[config.mk]
export PLATFORM = sky130hd
export DESIGN_NAME = aes_seq
export DESIGN_NICKNAME = d
export VERILOG_FILES = /design/src/core/aes_pkg.sv /design/src/core/aes_seq.sv
export VERILOG_INCLUDE_DIRS = /design/src /design/src/core
export SDC_FILE = /design/constraint.sdc
export NUM_CORES = 1
export LEC_CHECK = 0
export BUFFER_PORTS_ARGS = -buffer_cell sky130_fd_sc_hd__buf_2
export CAP_MARGIN = 40
export CELL_PAD_IN_SITES_DETAIL_PLACEMENT = 1
export CELL_PAD_IN_SITES_GLOBAL_PLACEMENT = 1
export CORE_MARGIN = 8
export CORE_UTILIZATION = 50
export CTS_BUF_LIST = sky130_fd_sc_hd__clkbuf_4 sky130_fd_sc_hd__clkbuf_8 sky130_fd_sc_hd__clkbuf_16
export CTS_CLUSTER_SIZE = 20
export DETAILED_ROUTE_END_ITERATION = 6
export PLACE_DENSITY_LB_ADDON = 0.05
export SYNTH_ARGS = -nofsm -noshare
export SYNTH_HDL_FRONTEND = slang
export SYNTH_SLANG_ARGS = --single-unit
export TNS_END_PERCENT = 50
[constraint.sdc]
create_clock -name clk -period 3.8 [get_ports clk]
set_input_delay 0.76 -clock clk [delete_from_list [all_inputs] [get_ports clk]]
set_output_delay 0.76 -clock clk [all_outputs]
set_load 0.03 [all_outputs]
[src/core/aes_cfg.svh]
// Timing constants and limits for the alternator excitation sequencer.
`ifndef AES_CFG_SVH
`define AES_CFG_SVH
`define AES_CLK_HZ 40000000
`define AES_TICK_HZ 1000
`define AES_TICK_DIV (`AES_CLK_HZ / `AES_TICK_HZ)
`define AES_DELAY_MS 4000
`define AES_ON_MS 500
`define AES_OFF_MS 500
`define AES_LP_DELAY_MS 1000
`define AES_MAX_PULSES 60
`define AES_DEB_TICKS 4
`endif

[src/core/aes_pkg.sv]
// Types shared by the alternator excitation sequencer.
`default_nettype none
package aes_pkg;
	typedef enum logic [3:0] {
		AES_SLEEP, AES_WAIT_REL, AES_DELAY, AES_ON, AES_OFF, AES_WAIT_RISE,
		AES_DIODE, AES_REX_ON, AES_REX_OFF
	} aes_state_t;
	typedef struct packed {
		logic starter;
		logic ignition;
		logic rex_trig;
		logic anode_gt_cath;
		logic charging;
		logic override;
	} aes_in_t;
endpackage
`default_nettype wire

[src/core/aes_seq.sv]
// Alternator excitation sequencer driving the rectifier switch array.
`include "aes_cfg.svh"
`default_nettype none
module aes_seq import aes_pkg::*; #(
	parameter int TICK_DIV = `AES_TICK_DIV,
	parameter int DELAY_TICKS = `AES_DELAY_MS,
	parameter int ON_TICKS = `AES_ON_MS,
	parameter int OFF_TICKS = `AES_OFF_MS,
	parameter int LP_TICKS = `AES_LP_DELAY_MS,
	parameter int MAX_PULSES = `AES_MAX_PULSES
) (
	input wire logic clk,
	input wire logic reset_n,
	input wire logic clk_en,
	input wire aes_in_t pins,
	output logic array_on,
	output logic low_power,
	output logic diode_mode,
	output logic excit_active
);
	localparam int W = $bits(aes_in_t);
	localparam logic [2:0] DEB_MAX = 3'(`AES_DEB_TICKS - 1);

	logic rst_s1_r, rst_n_r;
	always_ff @(posedge clk or negedge reset_n) begin
		if (!reset_n) begin
			rst_s1_r <= 1'b0;
			rst_n_r <= 1'b0;
		end else begin
			rst_s1_r <= 1'b1;
			rst_n_r <= rst_s1_r;
		end
	end

	// Prescaler producing a one-cycle tick.
	logic [31:0] pre_r, pre_nxt;
	logic tick_r, tick_nxt;
	always_comb begin
		tick_nxt = 1'b0;
		pre_nxt = pre_r + 32'h1;
		if (pre_r >= 32'(TICK_DIV - 1)) begin
			pre_nxt = 32'h0;
			tick_nxt = 1'b1;
		end
	end
	always_ff @(posedge clk or negedge rst_n_r) begin
		if (!rst_n_r) begin
			pre_r <= 32'h0;
			tick_r <= 1'b0;
		end else if (clk_en) begin
			pre_r <= pre_nxt;
			tick_r <= tick_nxt;
		end
	end

	// Two-stage synchronisers and tick-rate debouncers, one per input.
	aes_in_t s1_r, s2_r, deb_r;
	aes_in_t deb_nxt;
	logic [W-1:0][2:0] dcnt_r, dcnt_nxt;
	genvar g;
	generate
		for (g = 0; g < W; g++) begin : g_deb
			always_comb begin
				deb_nxt[g] = deb_r[g];
				dcnt_nxt[g] = dcnt_r[g];
				if (s2_r[g] == deb_r[g]) begin
					dcnt_nxt[g] = 3'h0;
				end else if (tick_r) begin
					if (dcnt_r[g] == DEB_MAX) begin
						deb_nxt[g] = s2_r[g];
						dcnt_nxt[g] = 3'h0;
					end else begin
						dcnt_nxt[g] = dcnt_r[g] + 3'h1;
					end
				end
			end
		end
	endgenerate
	always_ff @(posedge clk or negedge rst_n_r) begin
		if (!rst_n_r) begin
			s1_r <= '0;
			s2_r <= '0;
			deb_r <= '0;
			dcnt_r <= '0;
		end else if (clk_en) begin
			s1_r <= pins;
			s2_r <= s1_r;
			deb_r <= deb_nxt;
			dcnt_r <= dcnt_nxt;
		end
	end

	aes_state_t st_r, st_nxt;
	logic [15:0] tmr_r, tmr_nxt;
	logic [6:0] pcnt_r, pcnt_nxt;
	logic ign_mode_r, ign_mode_nxt;
	logic strt_d_r, ign_d_r;
	logic array_r, array_nxt, lp_r, lp_nxt;
	logic strt_rise, ign_rise, ign_fall;
	assign strt_rise = deb_r.starter && !strt_d_r;
	assign ign_rise = deb_r.ignition && !ign_d_r;
	assign ign_fall = !deb_r.ignition && ign_d_r;

	always_comb begin
		st_nxt = st_r;
		tmr_nxt = tmr_r;
		pcnt_nxt = pcnt_r;
		ign_mode_nxt = ign_mode_r;
		if (tick_r && tmr_r != 16'h0) begin
			tmr_nxt = tmr_r - 16'h1;
		end
		case (st_r)
			AES_SLEEP, AES_WAIT_RISE: begin
				if (strt_rise) begin
					st_nxt = AES_WAIT_REL;
					ign_mode_nxt = 1'b0;
				end else if (ign_rise) begin
					st_nxt = AES_DELAY;
					tmr_nxt = 16'(DELAY_TICKS);
					ign_mode_nxt = 1'b1;
				end
			end
			AES_WAIT_REL: begin
				if (!deb_r.starter) begin
					st_nxt = AES_DELAY;
					tmr_nxt = 16'(DELAY_TICKS);
				end
			end
			AES_DELAY: begin
				if (tick_r && tmr_r <= 16'h1) begin
					st_nxt = AES_ON;
					tmr_nxt = 16'(ON_TICKS);
					pcnt_nxt = 7'h1;
				end
			end
			AES_ON: begin
				if (deb_r.charging) begin
					st_nxt = AES_DIODE;
				end else if (tick_r && tmr_r <= 16'h1) begin
					st_nxt = AES_OFF;
					tmr_nxt = 16'(OFF_TICKS);
				end
			end
			AES_OFF: begin
				if (tick_r && tmr_r <= 16'h1) begin
					if (pcnt_r >= 7'(MAX_PULSES)) begin
						st_nxt = AES_WAIT_RISE;
					end else begin
						st_nxt = AES_ON;
						tmr_nxt = 16'(ON_TICKS);
						pcnt_nxt = pcnt_r + 7'h1;
					end
				end
			end
			AES_DIODE: begin
				if (!deb_r.anode_gt_cath) begin
					if (deb_r.rex_trig) begin
						st_nxt = AES_REX_ON;
						tmr_nxt = 16'(ON_TICKS);
					end else if (tick_r && tmr_r <= 16'h1) begin
						st_nxt = AES_SLEEP;
					end
				end else begin
					tmr_nxt = 16'(LP_TICKS);
				end
			end
			AES_REX_ON: begin
				if (deb_r.charging) begin
					st_nxt = AES_DIODE;
					tmr_nxt = 16'(LP_TICKS);
				end else if (!deb_r.rex_trig) begin
					st_nxt = AES_DIODE;
					tmr_nxt = 16'(LP_TICKS);
				end else if (tick_r && tmr_r <= 16'h1) begin
					st_nxt = AES_REX_OFF;
					tmr_nxt = 16'(OFF_TICKS);
				end
			end
			AES_REX_OFF: begin
				if (!deb_r.rex_trig) begin
					st_nxt = AES_DIODE;
					tmr_nxt = 16'(LP_TICKS);
				end else if (tick_r && tmr_r <= 16'h1) begin
					st_nxt = AES_REX_ON;
					tmr_nxt = 16'(ON_TICKS);
				end
			end
			default: st_nxt = AES_SLEEP;
		endcase
		if (st_r == AES_DELAY || st_r == AES_ON || st_r == AES_OFF) begin
			if (strt_rise) begin
				st_nxt = AES_WAIT_REL;
				ign_mode_nxt = 1'b0;
			end else if (ign_mode_r && ign_fall) begin
				st_nxt = AES_WAIT_RISE;
			end
		end
	end

	always_comb begin
		array_nxt = st_nxt == AES_ON || st_nxt == AES_REX_ON;
		if (st_nxt == AES_DIODE && deb_r.anode_gt_cath) begin
			array_nxt = 1'b1;
		end
		if (deb_r.override) begin
			array_nxt = 1'b1;
		end
		lp_nxt = (st_nxt == AES_SLEEP || st_nxt == AES_WAIT_RISE) &&
			!deb_r.anode_gt_cath && !deb_r.override;
	end

	always_ff @(posedge clk or negedge rst_n_r) begin
		if (!rst_n_r) begin
			st_r <= AES_SLEEP;
			tmr_r <= 16'h0;
			pcnt_r <= 7'h0;
			ign_mode_r <= 1'b0;
			strt_d_r <= 1'b0;
			ign_d_r <= 1'b0;
			array_r <= 1'b0;
			lp_r <= 1'b1;
			diode_mode <= 1'b0;
			excit_active <= 1'b0;
		end else if (clk_en) begin
			st_r <= st_nxt;
			tmr_r <= tmr_nxt;
			pcnt_r <= pcnt_nxt;
			ign_mode_r <= ign_mode_nxt;
			strt_d_r <= deb_r.starter;
			ign_d_r <= deb_r.ignition;
			array_r <= array_nxt;
			lp_r <= lp_nxt;
			diode_mode <= st_nxt == AES_DIODE;
			excit_active <= st_nxt inside {AES_DELAY, AES_ON, AES_OFF, AES_REX_ON, AES_REX_OFF};
		end
	end
	assign array_on = array_r;
	assign low_power = lp_r;

	a_override_on: assert property (@(posedge clk) disable iff (!rst_n_r)
		clk_en && deb_r.override |=> array_on) else $error("override not on");
	a_diode_off: assert property (@(posedge clk) disable iff (!rst_n_r)
		clk_en && st_r == AES_DIODE && !deb_r.anode_gt_cath && !deb_r.override &&
		!deb_r.rex_trig |=> !array_on) else $error("diode not off");
	a_pulse_cap: assert property (@(posedge clk) disable iff (!rst_n_r)
		st_r == AES_ON |-> pcnt_r <= 7'(MAX_PULSES)) else $error("pulse cap");
	a_charge_exit: assert property (@(posedge clk) disable iff (!rst_n_r)
		clk_en && st_r == AES_ON && deb_r.charging && !strt_rise && !(ign_mode_r && ign_fall)
		|=> st_r == AES_DIODE) else $error("no exit");
	a_abort_start: assert property (@(posedge clk) disable iff (!rst_n_r)
		clk_en && st_r inside {AES_ON, AES_OFF} && strt_rise && !deb_r.override
		|=> st_r == AES_WAIT_REL && !array_on) else $error("no abort");
	a_ign_drop: assert property (@(posedge clk) disable iff (!rst_n_r)
		clk_en && ign_mode_r && ign_fall && !strt_rise && st_r inside {AES_DELAY, AES_ON, AES_OFF}
		|=> st_r == AES_WAIT_RISE) else $error("ign drop");
	a_rex_start: assert property (@(posedge clk) disable iff (!rst_n_r)
		clk_en && st_r == AES_DIODE && !deb_r.anode_gt_cath && deb_r.rex_trig
		|=> st_r == AES_REX_ON ##0 array_on) else $error("no rex");
	a_wait_release: assert property (@(posedge clk) disable iff (!rst_n_r)
		clk_en && st_r == AES_WAIT_REL && deb_r.starter |=> st_r == AES_WAIT_REL)
		else $error("left early");
	a_lowpower: assert property (@(posedge clk) disable iff (!rst_n_r)
		low_power |-> !array_on) else $error("lp with array");
endmodule
`default_nettype wire

Word level (Yosys, flattened, before mapping)
Index checks and enable logic that the tools add are counted.
- bits of input ports: 9
- bits in registers: 105
- logic and storage cells: 193
- magnitude comparators: 3
- mux-type cells: 64
- equal/unequal tests: 30
- reductions and logical operators: 43
- add/subtract/negate cells: 9
- bitwise logic cells: 6
- operators by type and width (cell ; count):
    $mux 16 ; 12
    $pmux 16 s8 ; 1
    $mux 4 ; 18
    $mux 3 ; 19
    $add 32x1->32 const B ; 1
    $eq 4x3->1 const B ; 8
    $ge 32x16->1 const B ; 1
    $mux 32 ; 1
    $pmux 4 s8 ; 1
    $reduce_and 4->1 ; 6
    $mux 7 ; 3
    $add 3x1->3 const B ; 6
    $eq 3x2->1 const B ; 6
    $eq 4x2->1 const B ; 4
    $le 16x1->1 const B ; 1
    $reduce_bool 16->1 ; 1
    $sub 16x1->16 const B ; 1
    $pmux 7 s2 ; 1
    $reduce_bool 2->1 ; 7
    $reduce_and 2->1 ; 6
    $logic_and 1x1->1 ; 9
    $eq 4x4->1 const B ; 2
    $logic_not 4->1 ; 2
    $mux 1 ; 8
    other kinds (11) ; 30

Longest topological paths before layout
Gate-level depths: netlist of run 1.
- depth in word-level cells: 13
- depth in mapped cells: 11
- mapped depth without buffers: 8

Least setup slack after synthesis of run 1
No wires, ideal clock.
- path type: flip-flop to flip-flop
- start point: reg tmr_r[5]
- end point: reg lp_r, in the netlist low_power
- buffers on the path: 2
- library setup time: 79 ps
- cell stages (with the launch flop): 10
- path slack: 1146 ps
- data arrival time: 2574 ps
- clock period less this slack: 2654 ps
- cells stage by stage: dfrtp_1 or3_4 or4_1 buf_2 nor3_4 buf_6 mux2_1 nor3_1 nor3_1 a22o_1
- word-level cells in the longest chain between the ends: 13
- elaborated cells on any way between the ends: 23
- those cells by class: order compare (1); eq/ne (1); mux (16); reduce/logical (5)
- RTL lines (item ; RTL line ; RTL):
    start, declared ; aes_seq.sv:94 ; logic [15:0] tmr_r, tmr_nxt;
    start signal, assigned ; aes_seq.sv:226 ; tmr_r <= tmr_nxt;
    $le 16x1->1 * ; - ;
    $logic_and 1x1->1 * ; - ;
    $mux 4 (on tied branches) ; aes_seq.sv:174, aes_seq.sv:160 ;
    $mux 4 (on tied branches) ; aes_seq.sv:171, aes_seq.sv:157 ;
    $mux 4 (on tied branches) ; aes_seq.sv:168, aes_seq.sv:156 ;
    $pmux 4 s8 * ; aes_seq.sv:112 ; case (st_r)
    $mux 4 ; aes_seq.sv:194 ; end else if (ign_mode_r && ign_fall) begin
    $mux 4 ; aes_seq.sv:191 ; if (strt_rise) begin
    $mux 4 * ; aes_seq.sv:190 ; if (st_r == AES_DELAY || st_r == AES_ON || st_r == AES_OFF) begin
    $eq 4x3->1 or $logic_not 4->1 (tied branches) ; aes_seq.sv:208 ; lp_nxt = (st_nxt == AES_SLEEP || st_nxt == AES_WAIT_RISE) &&
    $logic_or 1x1->1 * ; aes_seq.sv:208 ;
    $logic_and 1x1->1 * ; aes_seq.sv:208 ;
    $logic_and 1x1->1 * ; aes_seq.sv:209 ; !deb_r.anode_gt_cath && !deb_r.override;
    end signal, assigned ; aes_seq.sv:232 ; lp_r <= lp_nxt;
    end, declared ; aes_seq.sv:98 ; logic array_r, array_nxt, lp_r, lp_nxt;
Mark *: on every way between the ends. The rest lies on a longest branch, timed or not.
A chain may end at the register's enable or synchronous reset.

Worst setup path in the final report of run 1
- start point: reg tmr_r[5]
- end point: reg excit_active
- word-level cells in the longest chain between the ends: 11
- elaborated cells on any way between the ends: 24
- those cells by class: order compare (1); eq/ne (5); mux (16); reduce/logical (2)
- RTL lines (item ; RTL line ; RTL):
    $le 16x1->1 * ; - ;
    $logic_and 1x1->1 * ; - ;
    $mux 4 (on tied branches) ; aes_seq.sv:174, aes_seq.sv:160 ;
    $mux 4 (on tied branches) ; aes_seq.sv:171, aes_seq.sv:157 ;
    $mux 4 (on tied branches) ; aes_seq.sv:168, aes_seq.sv:156 ;
    $pmux 4 s8 * ; aes_seq.sv:112 ;
    $mux 4 ; aes_seq.sv:194 ;
    $mux 4 ; aes_seq.sv:191 ;
    $mux 4 * ; aes_seq.sv:190 ;
    $eq 4x2->1, or another cell as far along ; aes_seq.sv:234 ; excit_active <= st_nxt inside {AES_DELAY, AES_ON, AES_OFF, AES_REX_ON, AES_REX_OFF};
    $reduce_bool 5->1 * ; aes_seq.sv:234 ;
    end signal, assigned ; aes_seq.sv:234 ;
    end, declared ; aes_seq.sv:19 ; output logic excit_active
Marks and branches as above.

==> reports/qor_table.md, run 1 <==
| Metric | This run |
|---|---|
| Combinational family with the most area after synthesis | simple AND/OR/NAND/NOR gates |
| Final hold violations | 0 |
| Setup TNS Final | 0 ns |
| GR Overflow Total | 0 |
| Synthesized-area fraction occupied by adder cells | 2.49% |
| Switching Power | 1.45 mW |
| Post-Route Utilization | 55.9% |
| Type of element capturing the critical path | register |
| Relative contribution of combinational cells to total power | 34.6% |
| Worst slew pin tran | 0.704 ns |
| Distinct cell type count after synthesis | 81 |
| Worst-skew pair later-pin latency | 0.35 ns |
| Highest layer used for signal routing | met4 |
| Setup repair after global routing missed its margin | no |
| Cell-internal power | 2.33 mW |
| Antenna violations before repair | 0 |
| Path class of the lowest-slack min-delay path | input pin to async pin |
| Pre-Repair DR Iteration Count | 4 |
| Antenna Violating Nets Remaining | 0 |
| Max-slew violation count | 0 |
| Filler Cells Inserted | 1276 |
| Commonest cells after routing, fill and taps aside | dfrtp_1 (103), nor2_1 (66), nand2_1 (46) |
| Clock tree from TritonCTS | built |
| Maximum number of buffers from clock root to sink | 2 |
| Clock group share of total power | 25.8% |
| Final hold slack | 0.171 ns |
| DR vias/cell | 6.20 |
| DRT met1 WL | 6.92 mm |
| WP data required | 4.07 ns |
| Area occupied by multi-input gates | 3080 um^2 |
| Switching Share | 38.4% |
| IO Count | 13 |
| Post-Synth Simple-Gate Area | 20.3% |
| Mapped Area | 5920 um^2 |
| Pre-CTS worst setup slack | 0.745 ns |
| Number of clock sinks seen by CTS | 105 |
| Mean instance size in the synthesized netlist | 9.47 um^2 |
| Synthesized net count | 645 |
| Clock-pin slew on the worst setup and hold paths | 0.07 ns |
| Compound-Gate Fraction of Synth Area | 19.6% |
| Proportion of power drawn by flip-flops and latches | 39.6% |
| Post-Route WL | 15.1 mm |
| Syn. warnings | 0 |
| Post-synthesis sequential element count | 105 |
| Initial core utilization | 51.6% |
| Max H-tree Level | 3 |
| Total area of sequential cells | 2630 um^2 |
| Total Die Area | 15600 um^2 |
| Number of cells in the design after placement | 756 |
| Max capacitance violation total | 0 |
| Count of unresolved DRC violations after routing | 0 |
| # port buffers | 12 |
| Worst-path maximum fanout | 12 |
| Wirelength per Cell | 19.5 um |
| Pin count of the biggest net entering global routing | 62 |
| Global-route usage over all layers | 20.0% |
| Non-filler cells in the finished layout | 772 |
| Clock root buffer master | clkbuf_16 |
| Worst setup margin | 0.711 ns |
| Power per cell area | 590 nW/um^2 |
| Mux share of post-synthesis cell area | 5.62% |
| Wire length on met3 | 486 um |
| Arrival time of data at the critical path endpoint | 3.36 ns |
| Final period demand of the worst path | 3.09 ns |
| Drt first-iter violations | 343 |
| Final worst path period share | 81.3% |
| Largest vdd supply drop | 599 uV |
| Overall die height | 125 um |
| Quantity of hold-fixing buffers added after cts | 0 |
| Cell count after synthesis | 625 |
| Fmax | 324 MHz |
| Wire length on met2 | 7.38 mm |
| Num CTS Buffers | 9 |
| Area growth, synth to finish | 8.25% |
| Global placer's final weighted congestion | 0.888 |
| Via count | 4789 |
| Share of the synthesized netlist area taken by xor and xnor gates | 3.85% |
| Sequential fraction of the synthesis area | 44.4% |
| Post-synth top flop | dfrtp_1 |
| Slew margin rel. | 51.9% |
| Type of origin of the critical path | register |
| Resize count post-CTS | 0 |
| Sum of net half-perimeters after detailed placement | 10.8 mm |
| Number of core rows | 39 |
| Post-route clock skew | 0.00512 ns |
| Final setup vio count | 0 |
| Wire length of the first global-routing pass | 26.0 mm |
| Final antenna diode count | 0 |
| Crit path kind | register to register |
| Total leakage power | 2.81 nW |
| Proportion of layout cells with a drive suffix above 1 | 13.4% |
| Most common cell after layout, fill and taps aside | dfrtp_1 |
| Number of global-route vias before repair | 5129 |
| Outcome | finished clean |
| Post-layout net count | 644 |
| Number of buffers inserted by post-CTS setup repair | 0 |
| DIE WIDTH | 125 um |
| Number of enable-type register cells in the synthesized netlist | 0 |
| FFs w/ async S/R, synth | 100% |
| Placeable core area | 11500 um^2 |
[state kept, by name, indices dropped and copies added (netlist names)]
| register | flops |
|---|---|
| tick_r | 1 |
| st_r | 4 |
| deb_r | 6 |
| s2_r | 6 |
| rst_s1_r | 1 |
| s1_r | 6 |
| array_on | 1 |
| diode_mode | 1 |
| tmr_r | 16 |
| low_power | 1 |
| excit_active | 1 |
| rst_n_r | 1 |
| dcnt_r | 18 |
| ign_d_r | 1 |
| strt_d_r | 1 |
| pcnt_r | 7 |
| ign_mode_r | 1 |
| pre_r | 32 |
[stage by stage]
step	power, mW	cell area [um^2]
global route	4.01	6410
detailed placement	2.81	6100
finish	3.78	6410
CTS	3.80	6410
global placement	2.75	6080
floorplan	2.45	5920
[Yosys cell counts (3+ instances only)]
cell       instances  area (um^2)
a211o_1            3         26.3
a21o_1             4         30.0
a21oi_1           26          130
a22o_1            10         87.6
a31oi_1            5         31.3
a32o_1             4         40.0
a41oi_1            5         43.8
and2_1             3         18.8
and3_1            10         62.6
and4_1             3         26.3
buf_2              4         20.0
clkbuf_1          27          101
dfrtp_1          104         2600
ha_1              11          138
inv_1             19         71.3
mux2_2            25          282
mux2i_1            4         40.0
nand2_1           46          173
nand2b_1           7         43.8
nand3_1           16         80.1
nand4_1            7         43.8
nor2_1            66          248
nor2b_1           17          106
nor3_1            18         90.1
nor4_1            12         75.1
o21a_1            10         75.1
o21ai_0           37          185
o21ai_1           10         50.1
o22a_1             3         26.3
o2bb2ai_1          4         35.0
o31ai_1            9         67.6
or2_2              6         37.5
or3_1              4         25.0
or4_1              7         52.6
xnor2_1           18          158
xor2_1             8         70.1
[worst max-delay path: stages, from the launching register on]
cell      delay (ns)
dfrtp_1         0.41
or3_4           0.43
or4_1           0.68
nor3_4          0.52
mux2_1          0.38
nor3_1          0.31
o211ai_1        0.16
o221ai_1        0.12
[area by class of cell]
cell class	instances	share of cell area (%)
clock buffers	9	3.52
clock inverters	7	1.33
inverters	20	1.17
multi-input cells	467	48.0
flip-flops and latches	105	41.1
well taps	143	2.79
repair buffers	21	2.05
[power by group through the flow]
stage	Combinational, mW	Clock (mW)	Sequential, mW
2_1_floorplan	0.975	0	1.48
3_3_place_gp	1.26	0	1.50
3_5_place_dp	1.30	0	1.51
4_1_cts	1.31	1.00	1.49
5_1_grt	1.45	1.04	1.52
6_report	1.31	0.974	1.50
[per-layer routing]
layer	vias to the layer above	track usage [%]
met3	22	4.43
met4	0	6.02
li1	2272	-
met2	67	33.0
met5	-	0
met1	2428	25.6
[logic make-up after synthesis]
family,count (synthesis)
fa+ha+maj,12
other cells,1
mux,30
xor+xnor,26
flops,105
simple gates,235
compound gates,163
buf+inv,53
[path summary, 6_finish.rpt]
check,slack [ns],end,depth (start not counted),start
min in group clk,0.36,rst_n_r,0,rst_s1_r
hold / removal,0.17,rst_n_r,1,reset_n
setup reg to reg,0.71,excit_active,7,tmr_r[5]
max in group asynchronous,2.59,low_power,1,rst_n_r
setup / recovery,0.71,excit_active,7,tmr_r[5]
hold reg to reg,0.34,dcnt_r[13],0,rst_n_r
No activity file was read; power rests on OpenSTA's default activity.
==> inputs of run 2 (changes only) <==
--- a/config.mk
+++ b/config.mk
@@ -6,12 +6,13 @@
 export SDC_FILE = /design/constraint.sdc
 export NUM_CORES = 1
 export LEC_CHECK = 0
+export ABC_AREA = 1
 export BUFFER_PORTS_ARGS = -buffer_cell sky130_fd_sc_hd__buf_2
 export CAP_MARGIN = 40
 export CELL_PAD_IN_SITES_DETAIL_PLACEMENT = 1
 export CELL_PAD_IN_SITES_GLOBAL_PLACEMENT = 1
 export CORE_MARGIN = 8
-export CORE_UTILIZATION = 50
+export CORE_UTILIZATION = 47
 export CTS_BUF_LIST = sky130_fd_sc_hd__clkbuf_4 sky130_fd_sc_hd__clkbuf_8 sky130_fd_sc_hd__clkbuf_16
 export CTS_CLUSTER_SIZE = 20
 export DETAILED_ROUTE_END_ITERATION = 6
==> constraint.sdc (replaced) <==
create_clock -name clk -period 3.1 [get_ports clk]
set_input_delay 0.62 -clock clk [delete_from_list [all_inputs] [get_ports clk]]
set_output_delay 0.62 -clock clk [all_outputs]
set_load 0.03 [all_outputs]
==> run 2 against run 1 <==
Die area up 2.3%. Global-route usage is 1.6 points lower. Power up 19%. Highest routed layer unchanged. Clock skew up 0.0065 ns. Synthesized area fell by 3.5%. Register-to-register slack improved by 0.09 ns. Sequential share of layout area increased by 1.1 points. Synthesized cell count rose by 17%. Critical path type unchanged. Clock-buffer cell count unchanged. Wire length is 8.1% lower. Sequential cell count unchanged. Largest power group unchanged. Via count is 0.84% higher.
==> reports/qor_table.md, run 2 <==
| Metric | This run | vs previous |
|---|---|---|
| Outcome | finished clean |  |
| Arrival time of data at the critical path endpoint | 2.55 ns | -0.81 ns |
| Antenna Violating Nets Remaining | 0 | unchanged |
| Path class of the lowest-slack min-delay path | input pin to async pin |  |
| Area share of the largest cell type after synthesis | 45.6% | +1.6 points |
| WP data required | 3.35 ns | -0.72 ns |
| Synthesized net count | 753 | +17% |
| GR Overflow Total | 0 | unchanged |
| Number of flip-flops in the largest register | 32 | unchanged |
| Commonest cells after routing, fill and taps aside | nand2_1 (165), dfrtp_1 (103), inv_1 (95) |  |
| Clock root buffer master | clkbuf_16 |  |
| Initial core utilization | 47.7% | -3.9 points |
| Type of origin of the critical path | register |  |
| Mapped Area | 5710 um^2 | -3.5% |
| FFs w/ async S/R, synth | 100% | unchanged |
| Clock tree from TritonCTS | built |  |
| Antenna violations before repair | 0 | unchanged |
| Via count | 4829 | +0.84% |
| Number of buffers inserted by post-CTS setup repair | 0 | unchanged |
| Worst-skew pair later-pin latency | 0.36 ns | about the same |
| Largest vdd supply drop | 373 uV | -38% |
| Sum of net half-perimeters after detailed placement | 10.2 mm | -5.4% |
| Cell breakdown of the critical path | inv_1 -> ha_1 -> nand2_1 -> nor2_2 -> a21oi_2 -> nand3_1 -> nor2_1 -> nand3_1 -> nor2_2 -> nand2_1 -> nor2_1 -> nor3b_2 |  |
| Post-route design area | 6240 um^2 | -2.7% |
| Total power | 4.48 mW | +19% |
| Total Die Area | 15900 um^2 | +2.3% |
| Crit path kind | register to register |  |
| Number of clock sinks seen by CTS | 105 | unchanged |
| Post-route clock skew | 0.0116 ns | +0.00646 ns |
| Setup TNS Final | 0 ns | unchanged |
| Fmax | 435 MHz | +34% |
| Dominant cell by count in the synthesized netlist | nand2_1 |  |
| DR vias/cell | 5.40 | -13% |
| Setup repair after global routing missed its margin | no |  |
| Cell with the largest stage delay on the worst path | a21oi_2 |  |
| Post-layout net count | 763 | +18% |
| Quantity of hold-fixing buffers added after cts | 0 | unchanged |
| Global-route usage over all layers | 18.4% | -1.6 points |
| Most common cell after layout, fill and taps aside | nand2_1 |  |
| Ranking of synthesized cells by area | dfrtp_1 (46%), nand2_1 (11%), inv_1 (6.2%) |  |
| Final hold violations | 0 | unchanged |
| Proportion of layout cells with a drive suffix above 1 | 12.0% | -1.3 points |
| Number of enable-type register cells in the synthesized netlist | 0 | unchanged |
| Mean instance size in the synthesized netlist | 7.79 um^2 | -18% |
| Worst slew pin tran | 0.635 ns | -0.0689 ns |
| Clock-pin slew on the worst setup and hold paths | 0.08 ns | about the same |
| DIE WIDTH | 126 um | +1.1% |
| Pre-Repair DR Iteration Count | 4 | unchanged |
| Syn. warnings | 0 | unchanged |
| Dpl cell area | 5920 um^2 | -2.9% |
| Slew margin rel. | 57.7% | +5.8 points |
| Wirelength per Cell | 15.5 um | -21% |
| Final worst path period share | 74.2% | -7.0 points |
| Wire length of the first global-routing pass | 23.9 mm | -8.0% |
| Max-slew violation count | 0 | unchanged |
| Global placer's final weighted congestion | 0.869 | -2.2% |
| Wire length on met3 | 345 um | -29% |
| Final setup vio count | 0 | unchanged |
| Total leakage power | 3.11 nW | +11% |
| Area growth, synth to finish | 9.20% |  |
| Sequential fraction of the synthesis area | 46.0% | +1.6 points |
| Number of core rows | 40 | +2.6% |
| Synth area leader | dfrtp_1 |  |
| Placeable core area | 12000 um^2 | +4.3% |
| Distinct cell type count after synthesis | 47 | -42% |
| Power per cell area | 719 nW/um^2 | +22% |
| Count of unresolved DRC violations after routing | 0 | unchanged |
| Highest layer used for signal routing | met4 |  |
| Num CTS Buffers | 9 | unchanged |
| Register name with the most flops | pre_r |  |
| IO Count | 13 | unchanged |
| Max capacitance violation total | 0 | unchanged |
| Pin count of the biggest net entering global routing | 56 | -9.7% |
| Post-Route WL | 13.9 mm | -8.1% |
| Worst-path maximum fanout | 11 | -1 |
| Type of element capturing the critical path | register |  |
| Number of global-route vias before repair | 5090 | -0.76% |
| Overall die height | 126 um | +1.1% |
| Post-synth top flop | dfrtp_1 |  |
| Max H-tree Level | 3 | unchanged |
| Cell count after synthesis | 733 | +17% |
| Depth of the worst register-to-register path | 12 | +5 |
| Wire length on met2 | 7.10 mm | -3.8% |
| Post-synthesis sequential element count | 105 | unchanged |
| Maximum number of buffers from clock root to sink | 2 | unchanged |
| Final antenna diode count | 0 | unchanged |
| Drt first-iter violations | 270 | -21% |
| Top cells by instance count after synthesis | nand2_1 (165), dfrtp_1 (104), inv_1 (95) |  |
| Final period demand of the worst path | 2.30 ns | -0.787 ns |
| DRT met1 WL | 6.14 mm | -11% |
| Biggest regs | pre_r x32, dcnt_r x18, tmr_r x16 |  |
| # port buffers | 12 | unchanged |
| Resize count post-CTS | 0 | unchanged |
| Slowest Stage Delay on Critical Path | 0.40 ns | -0.28 ns |
==> run 2: worst paths after layout <==
check | start | end | slack (ns)
worst min register to register | rst_n_r | s1_r[2] | 0.35
worst min-delay path | reset_n | rst_n_r | 0.02
min in group clk | rst_s1_r | rst_n_r | 0.37
worst max-delay path | tmr_r[0] | tmr_r[15] | 0.80
worst max register to register | tmr_r[0] | tmr_r[15] | 0.80
max in group asynchronous | rst_n_r | low_power | 1.96
==> run 2: worst max-delay path, delay by kind of cell (launching register included) <==
| kind | cells | cell delay (ns) |
|---|---|---|
| AND/OR/NAND/NOR | 9 | 1.07 |
| AO/OA/AOI/OAI | 1 | 0.40 |
| flip-flops | 1 | 0.39 |
| adder cells (fa/ha/maj) | 1 | 0.24 |
| buffers and inverters | 1 | 0.09 |
==> run 2: layout make-up <==
| type | instances | area [um^2] |
|---|---|---|
| Sequential cell | 105 | 2630 |
| Inverter | 109 | 409 |
| Clock buffer | 9 | 225 |
| Fill cell | 1510 | 5730 |
| Timing Repair Buffer | 16 | 103 |
| Multi-Input combinational cell | 502 | 2590 |
| Tap cell | 147 | 184 |
| Clock inverter | 7 | 88.8 |
==> run 2: cell families (layout without fill, tap and decap cells) <==
family / Yosys count / in the layout / synth area share, %
xor+xnor: 17 / 17 / 2.61
flops: 105 / 105 / 46.0
buf+inv: 126 / 141 / 8.54
other cells: 1 / 1 / 0.0657
fa+ha+maj: 11 / 11 / 2.41
compound gates: 103 / 103 / 10.4
mux: 1 / 1 / 0.175
simple gates: 369 / 369 / 29.8
==> run 2: routing by layer <==
metal	vias to the layer above	global-route usage, %
met3	27	3.38
met2	60	32.5
li1	2368	-
met1	2374	22.0
met4	0	6.30
met5	-	0
==> run 2: power by group <==
part	leakage, nW	internal, mW	total, mW	switching (mW)
combinational	1.64	0.509	1.50	0.988
clock	0.153	0.583	1.17	0.586
sequential	1.32	1.58	1.82	0.234
==> run 2: through the flow <==
stage	hold slack (ns)	setup slack, ns	std cells	util, %
floorplan	0.324	1.30	733	-
global placement	0.344	0.952	879	49.5
detailed placement	0.340	0.792	879	49.5
CTS	0.00380	0.792	895	52.1
global route	0.00957	0.588	895	52.1
finish	0.0222	0.799	895	52.1
